`config.mk`:
```
export PLATFORM = sky130hd
export DESIGN_NAME = lbt_local_bus_target
export DESIGN_NICKNAME = d
export VERILOG_FILES = /design/src/rtl/lbt_local_bus_target.v /design/src/rtl/lbt_ready_timer.v
export VERILOG_INCLUDE_DIRS = /design/src /design/src/inc
export SDC_FILE = /design/constraint.sdc
export NUM_CORES = 1
export LEC_CHECK = 0
export ABC_AREA = 0
export BUFFER_PORTS_ARGS = -buffer_cell sky130_fd_sc_hd__buf_2
export CAP_MARGIN = 30
export CORE_MARGIN = 4
export CORE_UTILIZATION = 45
export DETAILED_ROUTE_END_ITERATION = 10
export HOLD_SLACK_MARGIN = 0.15
export PLACE_DENSITY = 0.71
export SLEW_MARGIN = 20
export SYNTH_ARGS = -nofsm -noshare
export SYNTH_HDL_FRONTEND = slang
export SYNTH_HIERARCHICAL = 1
export SYNTH_SLANG_ARGS = --single-unit
```
`constraint.sdc`:
```
create_clock -name core_clk -period 3.1 [get_ports core_clk]
set_input_delay 0.155 -clock core_clk [delete_from_list [all_inputs] [get_ports core_clk]]
set_output_delay 0.155 -clock core_clk [all_outputs]
set_load 0.01 [all_outputs]
```
`src/inc/lbt_map.vh`:
```
// Constants for the local bus target interface
`ifndef LBT_MAP_VH
`define LBT_MAP_VH

// Core clock rate
`define LBT_CLK_MHZ        100
// Ready driven high before release, least time
`define LBT_RDY_HIGH_NS    5
`define LBT_RDY_HIGH_CYC   (((`LBT_RDY_HIGH_NS * `LBT_CLK_MHZ) + 999) / 1000)
// Ready delays in periods of the ticking clock
`define LBT_IO_DELAY       3'h4
`define LBT_DAC_DELAY      3'h4

// Memory window, address bits 25..17
`define LBT_MEM_BASE       9'h005
// I/O window as dword index, address bits 15..2
`define LBT_IO_LO          14'h00EC
`define LBT_IO_HI          14'h00F7
// Special cycle dword indices never claimed
`define LBT_SPC_LO         14'h0000
`define LBT_SPC_HI         14'h0001
// Palette converter dwords and halves
`define LBT_PAL_W0         14'h00F1
`define LBT_PAL_W1         14'h00F2

// Host mode strap codes
`define LBT_HM_W32         2'h0
`define LBT_HM_N16         2'h1
`define LBT_HM_D32         2'h2

// Write queue geometry
`define LBT_WQ_AW          2
`define LBT_WQ_DEPTH       4

`endif

```
`src/rtl/lbt_local_bus_target.v`:
```
// Local bus target: decode, claim, ready timing, byte steering, write queue
`timescale 1ns/10ps
`include "lbt_map.vh"

// Contract
// Burst transfers continue without new address strobe
// Decode address 25..2 with memory/IO line
// Claim accepted cycle by driving claim low
// Others stay off once claim goes low
// Outside logic decodes upper address select
// Data/control line ignored; no special cycles
// Never claim I/O 0002h through 0005h
// Latch address at end of T1
// No restart support, no back-off input
// Host reset aligns derived 1x bus clock
// Narrow host: detect pipelined cycles itself
// Wide old host: no pipelined cycles
// Wide hosts: size line low when claimed
// Board pulls ready up while idle
// Ready low one clock, high, release
// Memory read ready only with valid data
// Memory writes finish fast while queue free
// Register I/O ready after four CPU clocks
// Palette I/O ready after four video clocks
// Even bytes low lane, odd high lane
// Ready for every decoded I/O address
// Unused I/O reads zero, writes dropped
// Queue memory writes until memory free
// Unclaimed cycles: claim high, ready off
module lbt_local_bus_target (
  input  wire        core_clk,
  input  wire        rst,
  input  wire [1:0]  host_mode,
  input  wire        ads_n,
  input  wire        blast_n,
  input  wire        mio,
  input  wire        wr,
  input  wire [3:0]  be_n,
  input  wire [25:2] addr,
  input  wire        upper_address_select_n,
  input  wire [15:0] data_in,
  output reg  [15:0] data_out,
  output reg         data_oe,
  output reg         ldev_n,
  output reg         lbs16_n,
  output reg         rdy_out,
  output reg         rdy_oe,
  input  wire        video_clock,
  output reg         reg_req,
  output reg         reg_we,
  output reg  [15:0] reg_addr,
  output reg  [1:0]  reg_be,
  output reg  [15:0] reg_wdata,
  output reg         reg_pal,
  input  wire [1:0]  reg_used,
  input  wire [15:0] reg_rdata,
  output wire        mem_wr_valid,
  output reg  [15:0] mem_wr_addr,
  output reg  [15:0] mem_wr_data,
  output reg  [1:0]  mem_wr_be,
  input  wire        mem_wr_ready,
  output reg         mem_rd_req,
  output reg  [15:0] mem_rd_addr,
  input  wire        mem_rd_valid,
  input  wire [15:0] mem_rd_data
);

  localparam ST_IDLE  = 3'h0;
  localparam ST_DEC   = 3'h1;
  localparam ST_MEMWR = 3'h2;
  localparam ST_MEMRD = 3'h3;
  localparam ST_REGW  = 3'h4;
  localparam ST_RDY   = 3'h5;
  localparam ST_RDYHI = 3'h6;
  localparam SYNC_W   = 52;
  localparam [31:0] RDY_HI_W = `LBT_RDY_HIGH_CYC;

  ////////////////////////////////////////////////////////////////////////////
  // Pin synchronisers

  reg  [SYNC_W-1:0] pin_s1_q;
  reg  [SYNC_W-1:0] pin_s2_q;
  reg               video_clock_s3_q;
  wire              ads_s;
  wire              blast_s;
  wire              mio_s;
  wire              wr_s;
  wire [3:0]        be_s;
  wire [25:2]       addr_s;
  wire              uas_s;
  wire [15:0]       din_s;
  wire              video_clock_s;
  wire [1:0]        mode_s;

  always @(posedge core_clk)
  begin
    pin_s1_q  <= {host_mode, video_clock, ads_n, blast_n, mio, wr, be_n,
                  upper_address_select_n, addr, data_in};
    pin_s2_q  <= pin_s1_q;
    video_clock_s3_q <= video_clock_s;
  end

  assign din_s   = pin_s2_q[15:0];
  assign addr_s  = pin_s2_q[39:16];
  assign uas_s   = pin_s2_q[40];
  assign be_s    = pin_s2_q[44:41];
  assign wr_s    = pin_s2_q[45];
  assign mio_s   = pin_s2_q[46];
  assign blast_s = pin_s2_q[47];
  assign ads_s   = ~pin_s2_q[48];
  assign video_clock_s  = pin_s2_q[49];
  assign mode_s  = pin_s2_q[51:50];

  ////////////////////////////////////////////////////////////////////////////
  // Host mode strap and derived bus clock

  reg  [1:0] mode_q;
  reg        phase_q;
  wire       dbl_rate;
  wire       bus_tick;
  wire       video_clock_rise;

  always @(posedge core_clk)
  begin
    // Strap caught while reset is held
    if (rst)
      mode_q <= mode_s;
    // Host reset fixes the phase of the halved clock
    phase_q <= rst ? 1'b0 : ~phase_q;
  end

  assign dbl_rate  = (mode_q != `LBT_HM_W32);
  assign bus_tick  = ~dbl_rate | phase_q;
  assign video_clock_rise = video_clock_s & ~video_clock_s3_q;

  ////////////////////////////////////////////////////////////////////////////
  // Cycle latch and decode

  reg  [2:0]  st_q;
  reg  [25:2] addr_q;
  reg  [3:0]  be_q;
  reg         mio_q;
  reg         wr_q;
  reg         uas_q;
  reg         half_q;
  reg         claim_q;
  reg  [2:0]  hi_cnt_q;
  wire [1:0]  lane_be_n;
  wire        mem_hit;
  wire        io_win;
  wire        io_spc;
  wire        io_hit;
  wire        pal_hit;
  wire        hit;
  wire        more_half;
  wire        pipe_ok;
  wire        take_ads;

  // Byte enables of the half now on the 16-bit path
  assign lane_be_n = half_q ? be_q[3:2] : be_q[1:0];

  // Status line for data/control is not decoded at all
  assign mem_hit = mio_q & ~uas_q & (addr_q[25:17] == `LBT_MEM_BASE);
  assign io_win  = ~mio_q & (addr_q[25:16] == 10'h000)
                 & (addr_q[15:2] >= `LBT_IO_LO) & (addr_q[15:2] <= `LBT_IO_HI);
  assign io_spc  = (addr_q[15:2] >= `LBT_SPC_LO) & (addr_q[15:2] <= `LBT_SPC_HI);
  assign io_hit  = io_win & ~io_spc;
  assign pal_hit = io_hit & (((addr_q[15:2] == `LBT_PAL_W0) & half_q)
                 | ((addr_q[15:2] == `LBT_PAL_W1) & ~half_q));
  assign hit     = mem_hit | io_hit;

  assign more_half = ~half_q & (be_q[3:2] != 2'h3);
  // Only the narrow host may start a pipelined cycle during ready
  assign pipe_ok   = (mode_q == `LBT_HM_N16);
  assign take_ads  = ads_s & bus_tick;

  ////////////////////////////////////////////////////////////////////////////
  // Write queue toward display memory

  reg  [33:0]           wq_mem [0:`LBT_WQ_DEPTH-1];
  reg  [`LBT_WQ_AW:0]   wq_wp_q;
  reg  [`LBT_WQ_AW:0]   wq_rp_q;
  wire                  wq_full;
  wire                  wq_empty;
  wire                  wq_push;
  wire                  wq_pop;
  wire [33:0]           wq_head;

  assign wq_empty = (wq_wp_q == wq_rp_q);
  assign wq_full  = (wq_wp_q[`LBT_WQ_AW-1:0] == wq_rp_q[`LBT_WQ_AW-1:0])
                  & (wq_wp_q[`LBT_WQ_AW] != wq_rp_q[`LBT_WQ_AW]);
  assign wq_push  = (st_q == ST_MEMWR) & ~wq_full;
  assign wq_pop   = mem_wr_valid & mem_wr_ready;
  assign wq_head  = wq_mem[wq_rp_q[`LBT_WQ_AW-1:0]];
  assign mem_wr_valid = ~wq_empty;

  always @(posedge core_clk)
  begin
    if (rst)
    begin
      wq_wp_q <= {(`LBT_WQ_AW+1){1'b0}};
      wq_rp_q <= {(`LBT_WQ_AW+1){1'b0}};
    end
    else
    begin
      if (wq_push)
      begin
        // Host is released once address and data sit here
        wq_mem[wq_wp_q[`LBT_WQ_AW-1:0]] <= {~lane_be_n, addr_q[16:2], half_q, din_s};
        wq_wp_q <= wq_wp_q + 1'b1;
      end
      if (wq_pop)
        wq_rp_q <= wq_rp_q + 1'b1;
    end
  end

  always @*
  begin
    mem_wr_be   = wq_head[33:32];
    mem_wr_addr = wq_head[31:16];
    mem_wr_data = wq_head[15:0];
  end

  ////////////////////////////////////////////////////////////////////////////
  // Ready delay for register and palette accesses

  wire tmr_start;
  wire tmr_done;

  assign tmr_start = (st_q == ST_DEC) & io_hit & bus_tick;

  lbt_ready_timer u_timer (
    .core_clk (core_clk),
    .rst      (rst),
    .start    (tmr_start),
    .load     (pal_hit ? `LBT_DAC_DELAY : `LBT_IO_DELAY),
    .tick     (reg_pal ? video_clock_rise : bus_tick),
    .done     (tmr_done)
  );

  ////////////////////////////////////////////////////////////////////////////
  // Cycle state machine
  // No back-off input exists, so a restarted cycle is never noticed

  reg rd_pend_q;

  always @(posedge core_clk)
  begin
    if (rst)
    begin
      st_q      <= ST_IDLE;
      addr_q    <= 24'h000000;
      be_q      <= 4'hF;
      mio_q     <= 1'b0;
      wr_q      <= 1'b0;
      uas_q     <= 1'b1;
      half_q    <= 1'b0;
      claim_q   <= 1'b0;
      hi_cnt_q  <= 3'h0;
      rd_pend_q <= 1'b0;
      reg_req   <= 1'b0;
      reg_we    <= 1'b0;
      reg_addr  <= 16'h0000;
      reg_be    <= 2'h0;
      reg_wdata <= 16'h0000;
      reg_pal   <= 1'b0;
      mem_rd_req  <= 1'b0;
      mem_rd_addr <= 16'h0000;
      data_out  <= 16'h0000;
    end
    else
    begin
      reg_req    <= 1'b0;
      mem_rd_req <= 1'b0;
      case (st_q)
        ST_IDLE:
        begin
          if (take_ads)
          begin
            // Address held here, so a later address hold cannot disturb it
            addr_q <= addr_s;
            be_q   <= be_s;
            mio_q  <= mio_s;
            wr_q   <= wr_s;
            uas_q  <= (mode_q == `LBT_HM_N16) ? 1'b0 : uas_s;
            half_q <= (be_s[1:0] == 2'h3);
            st_q   <= ST_DEC;
          end
        end
        ST_DEC:
        begin
          if (bus_tick)
          begin
            if (!hit)
            begin
              claim_q <= 1'b0;
              st_q    <= ST_IDLE;
            end
            else
            begin
              claim_q <= 1'b1;
              if (mem_hit)
                st_q <= wr_q ? ST_MEMWR : ST_MEMRD;
              else
              begin
                // Unused bytes neither written nor read back
                reg_req   <= 1'b1;
                reg_we    <= wr_q;
                reg_addr  <= {addr_q[15:2], half_q, 1'b0};
                reg_be    <= ~lane_be_n & reg_used;
                reg_wdata <= din_s;
                reg_pal   <= pal_hit;
                st_q      <= ST_REGW;
              end
            end
          end
        end
        ST_MEMWR:
        begin
          if (!wq_full)
            st_q <= ST_RDY;
        end
        ST_MEMRD:
        begin
          // Reads wait for queued writes so data is never stale
          if (!rd_pend_q && wq_empty)
          begin
            mem_rd_req  <= 1'b1;
            mem_rd_addr <= {addr_q[16:2], half_q};
            rd_pend_q   <= 1'b1;
          end
          if (rd_pend_q && mem_rd_valid)
          begin
            rd_pend_q <= 1'b0;
            data_out  <= mem_rd_data;
            st_q      <= ST_RDY;
          end
        end
        ST_REGW:
        begin
          if (tmr_done)
          begin
            // Even byte on low lane, odd byte on high lane
            data_out <= {reg_used[1] ? reg_rdata[15:8] : 8'h00,
                         reg_used[0] ? reg_rdata[7:0] : 8'h00};
            st_q     <= ST_RDY;
          end
        end
        ST_RDY:
        begin
          if (bus_tick)
          begin
            // Burst last still high means another transfer follows
            if (more_half || blast_s)
            begin
              // Next transfer proceeds without a fresh strobe
              if (half_q)
              begin
                addr_q <= addr_q + 24'h000001;
                half_q <= 1'b0;
              end
              else
                half_q <= 1'b1;
              if (!more_half)
                be_q <= 4'h0;
              st_q <= ST_DEC;
            end
            else
            begin
              hi_cnt_q <= RDY_HI_W[2:0];
              st_q     <= ST_RDYHI;
            end
          end
        end
        ST_RDYHI:
        begin
          hi_cnt_q <= hi_cnt_q - 3'h1;
          if (hi_cnt_q <= 3'h1)
          begin
            claim_q <= 1'b0;
            if (pipe_ok && take_ads)
            begin
              // Pipelined address caught without a next-address pin
              addr_q <= addr_s;
              be_q   <= be_s;
              mio_q  <= mio_s;
              wr_q   <= wr_s;
              uas_q  <= 1'b0;
              half_q <= (be_s[1:0] == 2'h3);
              st_q   <= ST_DEC;
            end
            else
              st_q <= ST_IDLE;
          end
        end
        default:
        begin
          st_q    <= ST_IDLE;
          claim_q <= 1'b0;
        end
      endcase
    end
  end

  ////////////////////////////////////////////////////////////////////////////
  // Pin drivers

  always @(posedge core_clk)
  begin
    if (rst)
    begin
      ldev_n  <= 1'b1;
      lbs16_n <= 1'b1;
      rdy_out <= 1'b1;
      rdy_oe  <= 1'b0;
      data_oe <= 1'b0;
    end
    else
    begin
      ldev_n  <= ~(claim_q | ((st_q == ST_DEC) & hit));
      // Wide hosts are told each claimed cycle is 16-bit
      lbs16_n <= ~(((st_q == ST_DEC) & hit | claim_q) & (mode_q != `LBT_HM_N16));
      // Ready floats except its low clock and brief high drive
      rdy_oe  <= (st_q == ST_RDY) | (st_q == ST_RDYHI) | (rdy_oe & ~rdy_out);
      rdy_out <= (st_q != ST_RDY);
      data_oe <= claim_q & ~wr_q & ((st_q == ST_RDY) | (st_q == ST_REGW) | (st_q == ST_MEMRD));
    end
  end

endmodule // lbt_local_bus_target

```
`src/rtl/lbt_ready_timer.v`:
```
// Ready delay counter for register and palette accesses
`timescale 1ns/10ps
module lbt_ready_timer (
  input  wire       core_clk,
  input  wire       rst,
  input  wire       start,
  input  wire [2:0] load,
  input  wire       tick,
  output reg        done
);

  reg [2:0] cnt_q;
  reg       busy_q;

  always @(posedge core_clk)
  begin
    if (rst)
    begin
      cnt_q  <= 3'h0;
      busy_q <= 1'b0;
      done   <= 1'b0;
    end
    else
    begin
      done <= 1'b0;
      if (start)
      begin
        cnt_q  <= load;
        busy_q <= 1'b1;
      end
      else if (busy_q && tick)
      begin
        if (cnt_q == 3'h1)
        begin
          busy_q <= 1'b0;
          done   <= 1'b1;
        end
        cnt_q <= cnt_q - 3'h1;
      end
    end
  end

endmodule // lbt_ready_timer

```
==> impl_metrics.json <==
{
  "drt_iter0_markers": 717,
  "clockRootBuffer": "clkbuf_16",
  "p_per_area_mw_per_mm2": 613,
  "cp.required_ps": 3550,
  "nets": 1404,
  "via_per_inst": 5.32,
  "grt-ovfl-total": 0,
  "clk_path_buf_depth": 3,
  "critPathLaunchType": "flip-flop",
  "r2r_slack_ps": 250,
  "first_pass_iters": 8,
  "regArea_sq_mm": 0.00881,
  "hold_class": "input pin to flip-flop",
  "worst_slew_margin_rel_pct": 39.4,
  "drv_cap": 0,
  "grt_pass1_vias": 9134,
  "htreeDepth": 2,
  "rr_worst_depth": 7,
  "slew_viol_final": 0,
  "path_class": "flip-flop to flip-flop",
  "postRouteAntennaNets": 0,
  "finalHoldViolCount": 0,
  "place_congestion": 0.921,
  "grt_pass1_wl_um": 49500,
  "p_total_mw": 10.4,
  "yosysTopAreaCell": "dfxtp_1",
  "fin_crit_ps": 2850,
  "whs_endpoint": "pin_s1_q[21]$_DFF_P_",
  "worstHoldPathCells": 2,
  "diodes": 0,
  "synth_top_area_share_pct": 35.3,
  "fp.coreArea_sq_mm": 0.0289,
  "end_kind": "flip-flop",
  "dp_slack_ps": 495,
  "antenna_found_initial": 0,
  "syn_inst": 1011,
  "yosysMostFrequentCell": "dfxtp_1",
  "port-buffer-count": 198,
  "ys_seq_elements": 371,
  "drive_gt1_share_pct": 25.6,
  "finalCritPeriodShare_pct": 91.8,
  "worstPathMaxFanout": 33,
  "arrival_ps": 3300,
  "synth-edff-count": 138,
  "start_util_pct": 45.8,
  "cts_buffers": 38,
  "cts_tree": "yes",
  "netlist_top_cells_area": "dfxtp_1 35%, edfxtp_1 31%, mux4_2 5.8%",
  "async_flop_share_pct": 0,
  "multiInputGateArea_sq_mm": 0.00410,
  "finClkSkew_ps": 15.9,
  "status": "completed",
  "cts.clk_slew.worst_paths_ps": 60,
  "worstHoldStart": "addr[7]",
  "num_vias": 9125,
  "syn-cell-area_sq_mm": 0.0132,
  "die_h_um": 179,
  "area.growth.synth_to_final_pct": 27.7,
  "synth_top_cells_by_count": "233 x dfxtp_1, 138 x edfxtp_1, 98 x nor2_1, 45 x mux2i_1, 44 x a21oi_1",
  "reg2reg_to": "data_out[12]$_SDFFE_PP0P_",
  "r2r_start": "st_q[2]$_SDFFE_PP0P_",
  "setup_viol": 0,
  "postCtsSetupBuffers": 0,
  "die_width_um": 179,
  "power.leakage_nw": 6.45,
  "die_area_sq_mm": 0.0322,
  "worst_slew_pin_slew_ps": 909,
  "syn_avg_cell_area_sq_um": 13.1,
  "grt.total_usage_pct": 18.8,
  "dpl.hpwl_um": 19600,
  "cts_sinks": 371,
  "fill_cells": 2299,
  "ys_seq_area_share_pct": 66.6,
  "clkLatencyLatePin_ps": 520,
  "drc": 0,
  "io_pins": 200,
  "synth_cell_types": 71,
  "routed_wl_um": 30700,
  "yosys_warnings": 6,
  "fmax_mhz": 351,
  "grt_max_degree": 53,
  "layout_setup_ws_ps": 253,
  "ir_drop_mv": 0.540,
  "synthFlopType": "dfxtp_1",
  "drt-wirelength-per-cell_um": 17.9,
  "rsz0062_at_grt": "false",
  "fin_tns_setup_ps": 0,
  "rows": 62
}
cell families (layout without fill, tap and decap cells):
logic type      count (synthesis)  after routing  synth area share, %
other cells                     2              4               0.0568
flops                         371            371                 66.6
simple gates                  284            284                 10.8
buf+inv                        84            401                 2.58
mux                            80             80                 9.28
fa+ha+maj                      14             14                 1.32
xor+xnor                       10             10                0.662
compound gates                166            166                 8.65
worst max path at each step:
| stage | to | slack, ps | from |
|---|---|---|---|
| detailed placement | be_q[3]$_SDFFE_PP1P_ | 490 | st_q[2]$_SDFFE_PP0P_ |
| floorplan | wq_mem[1][0]$_DFFE_PP_ | 840 | st_q[1]$_SDFFE_PP0P_ |
| CTS | data_out[12]$_SDFFE_PP0P_ | 200 | st_q[2]$_SDFFE_PP0P_ |
| global placement | be_q[3]$_SDFFE_PP1P_ | 590 | st_q[2]$_SDFFE_PP0P_ |
| global route | data_out[12]$_SDFFE_PP0P_ | 100 | st_q[2]$_SDFFE_PP0P_ |
| finish | data_out[12]$_SDFFE_PP0P_ | 250 | st_q[2]$_SDFFE_PP0P_ |
critical path, cell delays in order, from the launching register on:
cell	delay (ps)
dfxtp_2	490
nor2b_1	280
and2_1	160
buf_4	280
nand3_1	110
dlygate4sd3_1	580
a311oi_1	280
dlygate4sd3_1	600
final cells by class:
class / instances / area share (%)
sequential: 371 / 52.2
tap: 384 / 2.85
multi-input combinational: 558 / 24.3
clock inverter: 19 / 1.04
timing repair buffer: 312 / 12.6
clock buffer: 51 / 6.63
inverter: 19 / 0.422
placed cells by master, fill, tap and decap left out, types with 14 or more instances in the layout:
master | netlist | routed
nand2b_1 | 27 | 27
buf_4 | 3 | 21
o21ai_0 | 29 | 29
inv_1 | 19 | 19
a21oi_1 | 44 | 44
ha_1 | 14 | 14
dlygate4sd3_1 | 0 | 90
mux4_2 | 34 | 34
clkbuf_16 | 0 | 42
a311oi_1 | 18 | 18
nand3_1 | 33 | 33
buf_2 | 10 | 197
nor2_1 | 98 | 98
dfxtp_1 | 233 | 229
mux2i_1 | 45 | 45
nand4_1 | 14 | 14
edfxtp_1 | 138 | 138
nand2_1 | 39 | 39
metrics by stage:
| step | cell area (sq um) | instances | util, % | hold WS, ps |
|---|---|---|---|---|
| final | 16900 | 1714 | 58.5 | 259 |
| after floorplan | 13200 | 1013 | - | 183 |
| after detailed placement | 14700 | 1553 | 50.8 | 259 |
| after global placement | 14600 | 1552 | 50.8 | 257 |
| after CTS | 16900 | 1713 | 58.4 | 245 |
| after global routing | 16900 | 1714 | 58.5 | 254 |
where the power goes:
part / switching, mW / internal (mW)
Combinational: 0.222 / 0.208
Clock: 1.83 / 2.80
Sequential: 0.125 / 5.18
per-layer routing:
metal | GRT usage, % | wire length [um] | vias up
li1 | - | - | 4297
met1 | 25.3 | 13300 | 4359
met2 | 30.2 | 14300 | 369
met3 | 3.50 | 1800 | 100
met4 | 7.95 | 1280 | 0
met5 | 0 | 0 | -
state kept, by name, summed over array words and instances, names as in the netlist, 2 cells and up, named ones only:
register and count:
pin_s2_q 52, mem_rd_addr 16, reg_addr 15, addr_q 24, wq_rp_q 3, st_q 3
mode_q 2, wq_mem 136, reg_be 2, wq_wp_q 3, u_timer/cnt_q 3, reg_wdata 16
pin_s1_q 52, hi_cnt_q 3, be_q 4, data_out 16
what timing repair did:
| item | CTS | global route |
|---|---|---|
| setup endpoints to repair | 0 | 3 |
| resized for setup | 0 | 2 |
| hold buffers | 90 | 0 |
| hold endpoints to repair | 79 | 0 |
No activity file was read; power rests on OpenSTA's default activity.
